File: src/pkg/tds_pkg.sv
// constants, register map and types of the trigger delay and strobe block
// assumes a single 10 MHz clock; widths of the camera model bus are
// supplied by the top module
package tds_pkg;
  // ----------------------------------------------------------------
  // timing
  // ----------------------------------------------------------------
  localparam int CLK_HZ = 10_000_000;
  localparam int CLK_MHZ = CLK_HZ / 1_000_000;
  localparam int UNIT_NS = 30_000;
  localparam int FIX_A_NS = 122_000;
  localparam int FIX_B_NS = 120_000;
  localparam int TICK_NS = 10_000;
  localparam int UNIT_CYC = (UNIT_NS * CLK_MHZ + 999) / 1000;
  localparam int FIX_CYC = ((FIX_A_NS + FIX_B_NS) * CLK_MHZ + 999) / 1000;
  localparam int TICK_CYC = (TICK_NS * CLK_MHZ + 999) / 1000;
  localparam int TICK_W = 7;
  localparam int TD_W = 18;
  localparam int LEN_W = 20;
  // ----------------------------------------------------------------
  // settings, ranges and reset values
  // ----------------------------------------------------------------
  localparam int DCNT_W = 10;
  localparam int DCNT_MIN_WIDE = -4;
  localparam int DCNT_MIN_NARROW = 0;
  localparam int DCNT_RST = 0;
  localparam int SDLY_W = 7;
  localparam int SDLY_MAX = 100;
  localparam int SDLY_RST = 0;
  localparam int SW_W = 10;
  localparam int SW_MIN = 4;
  localparam int SW_MAX = 1000;
  localparam int SW_RST = 500;
  localparam int STRB_MIN = 1;
  localparam int STRB_RST = 10;
  localparam int LMAP_W = 3;
  localparam int NMAP = 1 << LMAP_W;
  // ----------------------------------------------------------------
  // register map
  // ----------------------------------------------------------------
  localparam int ADDR_W = 8;
  localparam logic [7:0] A_CTRL = 8'h00;
  localparam logic [7:0] A_STRB = 8'h04;
  localparam logic [7:0] A_SDLY = 8'h08;
  localparam logic [7:0] A_SW = 8'h0C;
  localparam logic [7:0] A_LMAP = 8'h10;
  localparam logic [7:0] A_STAT = 8'h14;
  localparam logic [7:0] A_CDLY = 8'h20;
  localparam logic [7:0] A_CID = 8'h40;
  localparam logic [7:0] A_CAM_MASK = 8'hE3;
  localparam int CAM_IDX_LSB = 2;
  localparam int CAM_IDX_W = 3;
  localparam int CTRL_SEL = 0;
  localparam int CTRL_NEG = 1;
  localparam int CDLY_HS = 16;
  localparam int STAT_STRB = 8;
  localparam int STAT_SHUT = 16;
  // ----------------------------------------------------------------
  // types
  // ----------------------------------------------------------------
  typedef enum logic [1:0] {PS_IDLE, PS_WAIT, PS_ON} tds_pst_t;
endpackage

File: src/pkg/tds_shut_if.sv
// settings and result of one exposure-end pulse generator
// assumes the controller drives start as a one-cycle pulse
`timescale 1ns/1ns
interface tds_shut_if;
  logic start;
  logic [tds_pkg::SDLY_W-1:0] dly;
  logic [tds_pkg::SW_W-1:0] width;
  logic neg;
  logic out;
  logic busy;
  modport ctrl (output start, dly, width, neg, input out, busy);
  modport gen (input start, dly, width, neg, output out, busy);
endinterface

File: src/design/tds_sync.sv
// three-stage pin synchroniser with agreement filter
// assumes inputs are asynchronous to sys_clk
`timescale 1ns/1ns
module tds_sync #(
  parameter int W = 1
) (
  // clock and reset
  input wire logic sys_clk,
  input wire logic rst_n,
  // pins in, filtered levels out
  input wire logic [W-1:0] din,
  output logic [W-1:0] dout
);
  logic [W-1:0] s1_q;
  logic [W-1:0] s2_q;
  logic [W-1:0] s3_q;
  logic [W-1:0] agree;

  assign agree = s2_q ~^ s3_q;

  always_ff @(posedge sys_clk or negedge rst_n) begin
    if (!rst_n) begin
      s1_q <= '0;
      s2_q <= '0;
      s3_q <= '0;
      dout <= '0;
    end else begin
      s1_q <= din;
      s2_q <= s1_q;
      s3_q <= s2_q;
      // a change only counts once stages two and three agree
      dout <= (dout & ~agree) | (s3_q & agree);
    end
  end
endmodule

File: src/design/tds_pulse.sv
// exposure-end pulse generator for one processing line
// assumes settings are already clamped to their legal ranges
`timescale 1ns/1ns
module tds_pulse (
  // clock and reset
  input wire logic sys_clk,
  input wire logic rst_n,
  // settings and pulse
  tds_shut_if.gen bus
);
  tds_pkg::tds_pst_t st_q;
  logic [tds_pkg::SW_W-1:0] cnt_q;
  logic [tds_pkg::SW_W-1:0] w_q;
  logic [tds_pkg::SDLY_W-1:0] d_q;
  logic [tds_pkg::TICK_W-1:0] pre_q;
  logic tick;
  logic last;
  logic [tds_pkg::LEN_W-1:0] on_len_q;
  logic [tds_pkg::LEN_W-1:0] wt_len_q;

  // ----------------------------------------------------------------
  // local 10 us divider, restarted per pulse so timing is exact
  // ----------------------------------------------------------------
  assign tick = pre_q == tds_pkg::TICK_W'(tds_pkg::TICK_CYC - 1);
  assign last = tick && cnt_q == tds_pkg::SW_W'(1);

  always_ff @(posedge sys_clk or negedge rst_n) begin
    if (!rst_n) begin
      pre_q <= '0;
    end else if (st_q == tds_pkg::PS_IDLE || tick) begin
      pre_q <= '0;
    end else begin
      pre_q <= pre_q + tds_pkg::TICK_W'(1);
    end
  end

  // ----------------------------------------------------------------
  // sequence: idle, delay, active
  // ----------------------------------------------------------------
  always_ff @(posedge sys_clk or negedge rst_n) begin
    if (!rst_n) begin
      st_q <= tds_pkg::PS_IDLE;
      cnt_q <= '0;
      w_q <= '0;
      d_q <= '0;
    end else begin
      unique case (st_q)
        tds_pkg::PS_IDLE: begin
          // a start while busy is dropped, the pulse is not restarted
          if (bus.start) begin
            w_q <= bus.width;
            d_q <= bus.dly;
            if (bus.dly == '0) begin
              st_q <= tds_pkg::PS_ON;
              cnt_q <= bus.width;
            end else begin
              st_q <= tds_pkg::PS_WAIT;
              cnt_q <= tds_pkg::SW_W'(bus.dly);
            end
          end
        end
        tds_pkg::PS_WAIT: begin
          if (last) begin
            st_q <= tds_pkg::PS_ON;
            cnt_q <= w_q;
          end else if (tick) begin
            cnt_q <= cnt_q - tds_pkg::SW_W'(1);
          end
        end
        tds_pkg::PS_ON: begin
          if (last) begin
            st_q <= tds_pkg::PS_IDLE;
          end else if (tick) begin
            cnt_q <= cnt_q - tds_pkg::SW_W'(1);
          end
        end
      endcase
    end
  end

  assign bus.out = (st_q == tds_pkg::PS_ON) ^ bus.neg;
  assign bus.busy = st_q != tds_pkg::PS_IDLE;

  // ----------------------------------------------------------------
  // checks
  // ----------------------------------------------------------------
  always_ff @(posedge sys_clk or negedge rst_n) begin
    if (!rst_n) begin
      on_len_q <= '0;
      wt_len_q <= '0;
    end else begin
      on_len_q <= (st_q == tds_pkg::PS_ON) ?
        on_len_q + tds_pkg::LEN_W'(1) : '0;
      wt_len_q <= (st_q == tds_pkg::PS_WAIT) ?
        wt_len_q + tds_pkg::LEN_W'(1) :
        (st_q == tds_pkg::PS_ON) ? wt_len_q : '0;
    end
  end
endmodule

File: src/design/tds_top.sv
// trigger delay, strobe trigger and exposure-end timing, APB slave
// assumes one 10 MHz clock, pins asynchronous, APB master on sys_clk
//
// Function
// - per camera, exposure starts a programmed count of 30 us after trigger
// - total delay is count times 30 us plus 122 us plus 120 us
// - a capture during a running strobe pulse gets no strobe pulse of its own
// - strobe and exposure-end never share the line; a setting picks one
// - exposure-end output follows the end of camera exposure
// - exposure-end outputs are indexed by processing line, not camera
// - eight cameras on the large variant, four on the small ones
// - per-camera high-speed transmission option is selectable
// - each port reports attached camera model, or disconnected
// - exposure-end turns on 0 to 1000 us after exposure, 10 us steps
// - exposure-end pulse lasts 40 to 10000 us, 10 us steps, default 5000
// - exposure-end polarity selectable, positive by default
`timescale 1ns/1ns
module tds_top #(
  parameter int NCAM = 8,
  parameter int NLINE = 8,
  parameter bit WIDE = 1'b1,
  parameter int MODEL_W = 8
) (
  // clock and reset
  input wire logic sys_clk,
  input wire logic rst_n,
  // apb slave
  input wire logic psel,
  input wire logic penable,
  input wire logic pwrite,
  input wire logic [tds_pkg::ADDR_W-1:0] paddr,
  input wire logic [31:0] pwdata,
  output logic [31:0] prdata,
  output logic pready,
  output logic pslverr,
  // camera side pins
  input wire logic [NCAM-1:0] trig_in,
  input wire logic [NCAM-1:0] cam_expo_end,
  input wire logic [NCAM-1:0] cam_present,
  input wire logic [NCAM*MODEL_W-1:0] cam_model,
  output logic [NCAM-1:0] cam_expo_start,
  output logic [NCAM-1:0] cam_hs_mode,
  // shared strobe / exposure-end lines
  output logic [NLINE-1:0] out_line
);
  localparam int SYNC_W = NCAM * (3 + MODEL_W);
  localparam int DCNT_MIN = WIDE ? tds_pkg::DCNT_MIN_WIDE :
    tds_pkg::DCNT_MIN_NARROW;
  localparam int CAM_IDX_W_L = tds_pkg::CAM_IDX_W;

  // ----------------------------------------------------------------
  // helpers
  // ----------------------------------------------------------------
  function automatic int clamp(input int v, input int lo, input int hi);
    if (v < lo) begin
      return lo;
    end
    if (v > hi) begin
      return hi;
    end
    return v;
  endfunction

  // whole trigger-to-exposure time in clock cycles
  function automatic logic [tds_pkg::TD_W-1:0] load_cyc(
    input logic signed [tds_pkg::DCNT_W-1:0] c);
    int v;
    v = int'(c) * tds_pkg::UNIT_CYC + tds_pkg::FIX_CYC;
    return tds_pkg::TD_W'(v);
  endfunction

  // ----------------------------------------------------------------
  // declarations
  // ----------------------------------------------------------------
  logic [SYNC_W-1:0] sy;
  logic [NCAM-1:0] trig_s;
  logic [NCAM-1:0] end_s;
  logic [NCAM-1:0] pres_s;
  logic [NCAM*MODEL_W-1:0] model_s;
  logic [NCAM-1:0] trig_p_q;
  logic [NCAM-1:0] end_p_q;
  logic [NCAM-1:0] trig_rise;
  logic [tds_pkg::NMAP-1:0] end_rise;
  logic [1:0] ctrl_q;
  logic [tds_pkg::SW_W-1:0] strb_w_q;
  logic [tds_pkg::SDLY_W-1:0] sdly_q;
  logic [tds_pkg::SW_W-1:0] sw_q;
  logic [NLINE*tds_pkg::LMAP_W-1:0] lmap_q;
  logic signed [tds_pkg::DCNT_W-1:0] dcnt_q [NCAM];
  logic [NCAM-1:0] hs_q;
  logic [tds_pkg::TD_W-1:0] td_q [NCAM];
  logic [NCAM-1:0] start_q;
  logic [tds_pkg::SW_W-1:0] sc_q [NCAM];
  logic [NCAM-1:0] strb;
  logic [NCAM-1:0] td_busy;
  logic [NLINE-1:0] strb_ln;
  logic [NLINE-1:0] ev_line;
  logic [NLINE-1:0] shut_o;
  logic [NLINE-1:0] shut_busy;
  logic [tds_pkg::TICK_W-1:0] tk_q;
  logic tick;
  logic [CAM_IDX_W_L-1:0] cidx;
  logic cam_hit;
  logic [31:0] rd_d;
  logic err_d;
  logic wr;

  // ----------------------------------------------------------------
  // pin synchronisers and edges
  // ----------------------------------------------------------------
  tds_sync #(.W(SYNC_W)) u_sync (
    .sys_clk(sys_clk),
    .rst_n(rst_n),
    .din({cam_model, cam_present, cam_expo_end, trig_in}),
    .dout(sy)
  );

  assign trig_s = sy[NCAM-1:0];
  assign end_s = sy[2*NCAM-1:NCAM];
  assign pres_s = sy[3*NCAM-1:2*NCAM];
  assign model_s = sy[SYNC_W-1:3*NCAM];
  assign trig_rise = trig_s & ~trig_p_q;
  assign end_rise = tds_pkg::NMAP'(end_s & ~end_p_q);

  always_ff @(posedge sys_clk or negedge rst_n) begin
    if (!rst_n) begin
      trig_p_q <= '0;
      end_p_q <= '0;
    end else begin
      trig_p_q <= trig_s;
      end_p_q <= end_s;
    end
  end

  // ----------------------------------------------------------------
  // 10 us enable for the strobe width
  // ----------------------------------------------------------------
  assign tick = tk_q == tds_pkg::TICK_W'(tds_pkg::TICK_CYC - 1);

  always_ff @(posedge sys_clk or negedge rst_n) begin
    if (!rst_n) begin
      tk_q <= '0;
    end else begin
      tk_q <= tick ? '0 : tk_q + tds_pkg::TICK_W'(1);
    end
  end

  // ----------------------------------------------------------------
  // apb decode
  // ----------------------------------------------------------------
  assign cidx = paddr[tds_pkg::CAM_IDX_LSB +: CAM_IDX_W_L];
  assign cam_hit = int'(cidx) < NCAM;

  always_comb begin
    rd_d = '0;
    err_d = 1'b0;
    if ((paddr & tds_pkg::A_CAM_MASK) == tds_pkg::A_CDLY) begin
      err_d = !cam_hit;
      if (cam_hit) begin
        rd_d[tds_pkg::DCNT_W-1:0] = dcnt_q[cidx];
        rd_d[tds_pkg::CDLY_HS] = hs_q[cidx];
      end
    end else if ((paddr & tds_pkg::A_CAM_MASK) == tds_pkg::A_CID) begin
      err_d = !cam_hit || pwrite;
      if (cam_hit && pres_s[cidx]) begin
        rd_d[MODEL_W-1:0] = model_s[cidx*MODEL_W +: MODEL_W];
      end
    end else begin
      unique case (paddr)
        tds_pkg::A_CTRL: rd_d[1:0] = ctrl_q;
        tds_pkg::A_STRB: rd_d[tds_pkg::SW_W-1:0] = strb_w_q;
        tds_pkg::A_SDLY: rd_d[tds_pkg::SDLY_W-1:0] = sdly_q;
        tds_pkg::A_SW: rd_d[tds_pkg::SW_W-1:0] = sw_q;
        tds_pkg::A_LMAP: rd_d[NLINE*tds_pkg::LMAP_W-1:0] = lmap_q;
        tds_pkg::A_STAT: begin
          err_d = pwrite;
          rd_d[NCAM-1:0] = td_busy;
          rd_d[tds_pkg::STAT_STRB +: NCAM] = strb;
          rd_d[tds_pkg::STAT_SHUT +: NLINE] = shut_busy;
        end
        default: err_d = 1'b1;
      endcase
    end
  end

  assign pready = 1'b1;
  assign pslverr = psel && penable && err_d;
  assign wr = psel && penable && pwrite && !err_d;

  // read data is captured in the setup cycle, so it is a flop output
  always_ff @(posedge sys_clk or negedge rst_n) begin
    if (!rst_n) begin
      prdata <= '0;
    end else if (psel && !penable && !pwrite) begin
      prdata <= rd_d;
    end
  end

  // ----------------------------------------------------------------
  // registers; out-of-range writes are clamped, not refused
  // ----------------------------------------------------------------
  always_ff @(posedge sys_clk or negedge rst_n) begin
    if (!rst_n) begin
      ctrl_q <= '0;
      strb_w_q <= tds_pkg::SW_W'(tds_pkg::STRB_RST);
      sdly_q <= tds_pkg::SDLY_W'(tds_pkg::SDLY_RST);
      sw_q <= tds_pkg::SW_W'(tds_pkg::SW_RST);
      lmap_q <= '0;
    end else if (wr) begin
      unique case (paddr)
        tds_pkg::A_CTRL: ctrl_q <= pwdata[tds_pkg::CTRL_NEG:0];
        tds_pkg::A_STRB: strb_w_q <= tds_pkg::SW_W'(clamp(
          int'(pwdata[15:0]), tds_pkg::STRB_MIN, tds_pkg::SW_MAX));
        tds_pkg::A_SDLY: sdly_q <= tds_pkg::SDLY_W'(clamp(
          int'(pwdata[15:0]), 0, tds_pkg::SDLY_MAX));
        tds_pkg::A_SW: sw_q <= tds_pkg::SW_W'(clamp(
          int'(pwdata[15:0]), tds_pkg::SW_MIN, tds_pkg::SW_MAX));
        tds_pkg::A_LMAP: lmap_q <= pwdata[NLINE*tds_pkg::LMAP_W-1:0];
        default: ;
      endcase
    end
  end

  always_ff @(posedge sys_clk or negedge rst_n) begin
    if (!rst_n) begin
      hs_q <= '0;
      for (int c = 0; c < NCAM; c++) begin
        dcnt_q[c] <= tds_pkg::DCNT_W'(tds_pkg::DCNT_RST);
      end
    end else if (wr &&
        (paddr & tds_pkg::A_CAM_MASK) == tds_pkg::A_CDLY) begin
      hs_q[cidx] <= pwdata[tds_pkg::CDLY_HS];
      dcnt_q[cidx] <= tds_pkg::DCNT_W'(clamp(
        int'($signed(pwdata[tds_pkg::DCNT_W-1:0])), DCNT_MIN,
        (1 << (tds_pkg::DCNT_W - 1)) - 1));
    end
  end

  assign cam_hs_mode = hs_q;

  // ----------------------------------------------------------------
  // trigger delay and strobe per camera
  // ----------------------------------------------------------------
  always_ff @(posedge sys_clk or negedge rst_n) begin
    if (!rst_n) begin
      start_q <= '0;
      for (int c = 0; c < NCAM; c++) begin
        td_q[c] <= '0;
        sc_q[c] <= '0;
      end
    end else begin
      for (int c = 0; c < NCAM; c++) begin
        start_q[c] <= td_q[c] == tds_pkg::TD_W'(1);
        if (trig_rise[c] && td_q[c] == '0) begin
          td_q[c] <= load_cyc(dcnt_q[c]);
        end else if (td_q[c] != '0) begin
          td_q[c] <= td_q[c] - tds_pkg::TD_W'(1);
        end
        // a new exposure during a strobe pulse does not restart the pulse
        if (start_q[c] && sc_q[c] == '0) begin
          sc_q[c] <= strb_w_q;
        end else if (tick && sc_q[c] != '0) begin
          sc_q[c] <= sc_q[c] - tds_pkg::SW_W'(1);
        end
      end
    end
  end

  always_comb begin
    for (int c = 0; c < NCAM; c++) begin
      strb[c] = sc_q[c] != '0;
      td_busy[c] = td_q[c] != '0;
    end
  end

  assign cam_expo_start = start_q;
  assign strb_ln = NLINE'(strb);

  // ----------------------------------------------------------------
  // exposure-end pulse per processing line
  // ----------------------------------------------------------------
  always_comb begin
    for (int i = 0; i < NLINE; i++) begin
      ev_line[i] = end_rise[lmap_q[i*tds_pkg::LMAP_W +: tds_pkg::LMAP_W]];
    end
  end

  for (genvar i = 0; i < NLINE; i++) begin : g_ln
    tds_shut_if u_if ();
    assign u_if.start = ev_line[i];
    assign u_if.dly = sdly_q;
    assign u_if.width = sw_q;
    assign u_if.neg = ctrl_q[tds_pkg::CTRL_NEG];
    assign shut_o[i] = u_if.out;
    assign shut_busy[i] = u_if.busy;
    tds_pulse u_pulse (
      .sys_clk(sys_clk),
      .rst_n(rst_n),
      .bus(u_if.gen)
    );
  end

  always_ff @(posedge sys_clk or negedge rst_n) begin
    if (!rst_n) begin
      out_line <= '0;
    end else begin
      out_line <= ctrl_q[tds_pkg::CTRL_SEL] ? shut_o : strb_ln;
    end
  end

  for (genvar c = 0; c < NCAM; c++) begin : g_chk

  end
endmodule

File: config.mk
export PLATFORM = sky130hd
export DESIGN_NAME = tds_top
export DESIGN_NICKNAME = d
export VERILOG_FILES = /design/src/pkg/tds_pkg.sv /design/src/pkg/tds_shut_if.sv /design/src/design/tds_sync.sv /design/src/design/tds_pulse.sv /design/src/design/tds_top.sv
export SDC_FILE = /design/constraint.sdc
export NUM_CORES = 2
export LEC_CHECK = 0
export BUFFER_PORTS_ARGS = -buffer_cell sky130_fd_sc_hd__buf_2
export CELL_PAD_IN_SITES_DETAIL_PLACEMENT = 1
export CELL_PAD_IN_SITES_GLOBAL_PLACEMENT = 1
export CORE_ASPECT_RATIO = 1.2
export CORE_UTILIZATION = 38
export DETAILED_ROUTE_END_ITERATION = 8
export GPL_TIMING_DRIVEN = 0
export PLACE_DENSITY_LB_ADDON = 0.05
export RECOVER_POWER = 50
export SETUP_SLACK_MARGIN = 0.3
export SYNTH_ARGS = -nofsm -noshare
export SYNTH_HDL_FRONTEND = slang
export SYNTH_SLANG_ARGS = --single-unit
File: constraint.sdc
create_clock -name sys_clk -period 5.8 [get_ports sys_clk]
set_input_delay 0.29 -clock sys_clk [delete_from_list [all_inputs] [get_ports sys_clk]]
set_output_delay 0.29 -clock sys_clk [all_outputs]
set_load 0.01 [all_outputs]
==> results.md <==
- WP data arrival: 5.51 ns
- Worst Reg-to-Reg Cells: 15
- Synthesized cell area: 57680 sq um
- Avg WL per Cell: between 20 and 25 um
- Final GP Congestion: roughly 0.85
- XOR/XNOR Fraction of Synth Area: 6.059%
- Dominant synthesized flop cell: dfrtp_1
- Critical Path Source: dcnt_q[24]
- RSZ-0062 raised after global routing: no
- #FFs+latches synth: slightly above 1000
- Remaining global-route overflow: 0
- Largest net degree at the start of global routing: about 160
- Final Util: ~44%
- Critical path type: flip-flop to flip-flop
- Slew Limit Fails: 106
- FF-to-FF setup slack: 1.00 ns
- Post-synth EDFFs: 0
- Worst R2R End: td_q[52]
- First-pass GRT wire length: between 200 and 300 mm
- Vias in the first global route: roughly 46000
- Tmin final: between 4 and 5 ns
- Vias post-DR: about 44000
- Largest fanout on the critical path: 6
- Tightest Pin Transition: 2.875 ns
- Final hold violation count: 0
- Syn avg cell area: around 10 sq um
- P&R area growth vs syn: 14.41%
- Crit path capture type: flip-flop
- Max-slew headroom at the worst pin: -91.64%
- Failing checks: capacitance limit, slew limit
- PostCTS Resize Cnt: 0
- Simple-Gate Fraction of Synth Area: between 10% and 20%
- Final setup fails: 0
- Die H: between 400 and 500 um
- CTS Sinks: about 1000
- Synth cell types: 95
- Status: finished, violations left
- F_max: about 210 MHz
- PwrDens: a little over 300 nW/um^2
- Post-route ant nets: 0
- Setup Buffers After CTS: 0
- Worst min-delay path category: input port to flip-flop
- Synth Area in Compound Gates: between 10% and 20%
- Synth Area in Adders: around 15%
- Worst skew pair latency: 0.78 ns
- Core area: between 150000 and 200000 sq um
- Dpl hpwl: about 130 mm
- CTS buffer count: 110
- Number of I/O pins: between 150 and 200
- Hold Path Stages: 3
- Largest family of logic cells by synthesized area: adder cells
- I/O Buffers: about 170
- Fraction of layout instances using a drive strength above 1: 8.775%
- Die Span X: ~360 um
- Root buf cell: clkbuf_16
- Peak VDD IR: about 250 uV
- Ys Warns: 0
- Critical R2R Launch: dcnt_q[24]
- Die Area: 153400 sq um
- Period utilisation layout: 82.76%
- Initial antenna violation count: 10
- CTS tree: done
- Drt pass-1 iters: 5
- TNS Setup: 0 ns
- DRC Markers: 0
- GRT Util Overall: a little under a quarter
- Nets@finish: roughly 6800
- FFs w/ async S/R, synth: 100.0%
- Row cnt: ~160
- Min-Delay Startpoint: paddr[6]
- DRT iter0 DRCs: 2003
- Mux contribution to synthesized area: ~5.3%
- Clock-pin slew on the worst setup and hold paths: around 0.070 ns
- Max Cap Violations: 1
- H-tree lvl count: 3
- Max clock buf depth: 3
- LEAKAGE: 29.96 nW
- Worst Path Required: 6.51 ns
- Worst setup SP type: flip-flop
- Starting Density: approximately two fifths
- Drt total wl: between 150 and 200 mm
- Clock skew: approximately 0.077 ns
- Mean number of vias per cell: about 5.3
- Endpoint of the worst hold-timing path: prdata[2]
- Cell count after synthesis: 5712
- Register area share after synthesis: a little over two fifths
[cells in the mapped netlist, drive strengths merged (65+ instances only)]
cell type | count | area share, %
fa | 128 | 4.4
o21ai | 395 | 3.4
nor3 | 172 | 1.5
inv | 534 | 3.5
o211ai | 72 | 0.94
dfrtp | 1004 | 44
nand3 | 120 | 1.0
nor2 | 428 | 2.8
or3 | 65 | 0.71
clkbuf | 136 | 0.89
ha | 394 | 8.5
xor2 | 135 | 2.0
a21oi | 288 | 2.5
mux2 | 122 | 2.4
maj3 | 88 | 1.5
nand2 | 527 | 3.4
xnor2 | 264 | 4.0
[state kept, by name, indices dropped and copies added, names as in the netlist, 80 cells and up, named ones only]
name / count
sc_q: 80
g_ln.u_pulse.w_q: 80
u_sync.s1_q: 88
u_sync.s3_q: 88
u_sync.s2_q: 88
g_ln.u_pulse.cnt_q: 80
td_q: 144
dcnt_q: 80
[per-stage QoR]
step	cell area, sq um	power, mW	instances	hold WS, ns	setup WS [ns]
5_1_grt	65980	21.47	8186	0.1157	0.5527
6_report	65990	20.28	8189	0.1197	1.000
3_3_place_gp	61020	13.10	7862	0.3311	-19.18
2_1_floorplan	57710	11.68	5719	-0.005591	1.574
3_5_place_dp	61300	13.23	7874	0.3018	0.9670
4_1_cts	66110	20.61	8186	0.03602	0.9704
[cell usage in the layout, fill, tap and decap left out, drive strengths merged, types with 172 or more instances in the layout]
cell type,netlist,layout
xnor2,264,264
nand2,527,527
ha,394,394
a21oi,288,288
clkbuf,136,368
nor3,172,172
o21ai,395,395
nor2,428,428
inv,534,536
dfrtp,1004,1004
[area by class of cell]
class,count,area (sq um)
Fill cell,16860,84700
Multi-Input combinational cell,4003,29670
Clock buffer,164,3196
Inverter,534,2004
Sequential cell,1012,25330
Clock inverter,36,489.2
Antenna cell,3,7.507
Buffer,170,685.7
Timing Repair Buffer,292,2135
Tap cell,1975,2471
[worst max-delay path, cell delays in order (launching register included)]
cell	delay, ns
dfrtp_1	0.51
ha_1	0.36
ha_1	0.28
inv_1	0.05
fa_1	0.52
inv_1	0.04
ha_1	0.23
a211oi_1	0.25
o21bai_1	0.14
o311a_1	0.32
o41ai_1	0.64
xnor2_1	0.23
nor3b_1	0.37
nand4b_1	0.17
or4b_1	0.52
nand3_1	0.09
[layer usage]
layer / up-vias / GRT usage, % / share of wire, %
met5: - / 0 / 0.038
met4: 10 / 6.767 / 2.8
met3: 232 / 3.438 / 4.2
met2: 620 / 38.37 / 49
met1: 22100 / 30.13 / 45
li1: 20550 / - / -
[report_power, final]
group	internal [mW]	switching (mW)	total (mW)
combinational	1.66	2.57	4.22
clock	4.05	3.11	7.17
sequential	8.00	0.890	8.88
total	13.7	6.57	20.3
[logic make-up (layout without fill, tap and decap cells)]
| family | Yosys count | count (layout) |
|---|---|---|
| mux | 222 | 222 |
| flops | 1012 | 1012 |
| compound gates | 1084 | 1084 |
| xor+xnor | 399 | 399 |
| fa+ha+maj | 610 | 610 |
| other cells | 2 | 12 |
| simple gates | 1679 | 1679 |
| buf+inv | 704 | 1196 |
[worst max path at each step]
stage                            to  cells after the start
detailed placement         td_q[52]                     15
CTS                        td_q[52]                     15
floorplan                 td_q[107]                     14
global placement    u_sync.s1_q[84]                      1
global route        u_sync.s3_q[60]                      6
finish                     td_q[52]                     15
[timing repair]
action	in CTS	in global routing
hold buffers	112	0
hold endpoints to repair	237	0
endpoints found under the setup margin	0	0
No activity file was read; power rests on OpenSTA's default activity.
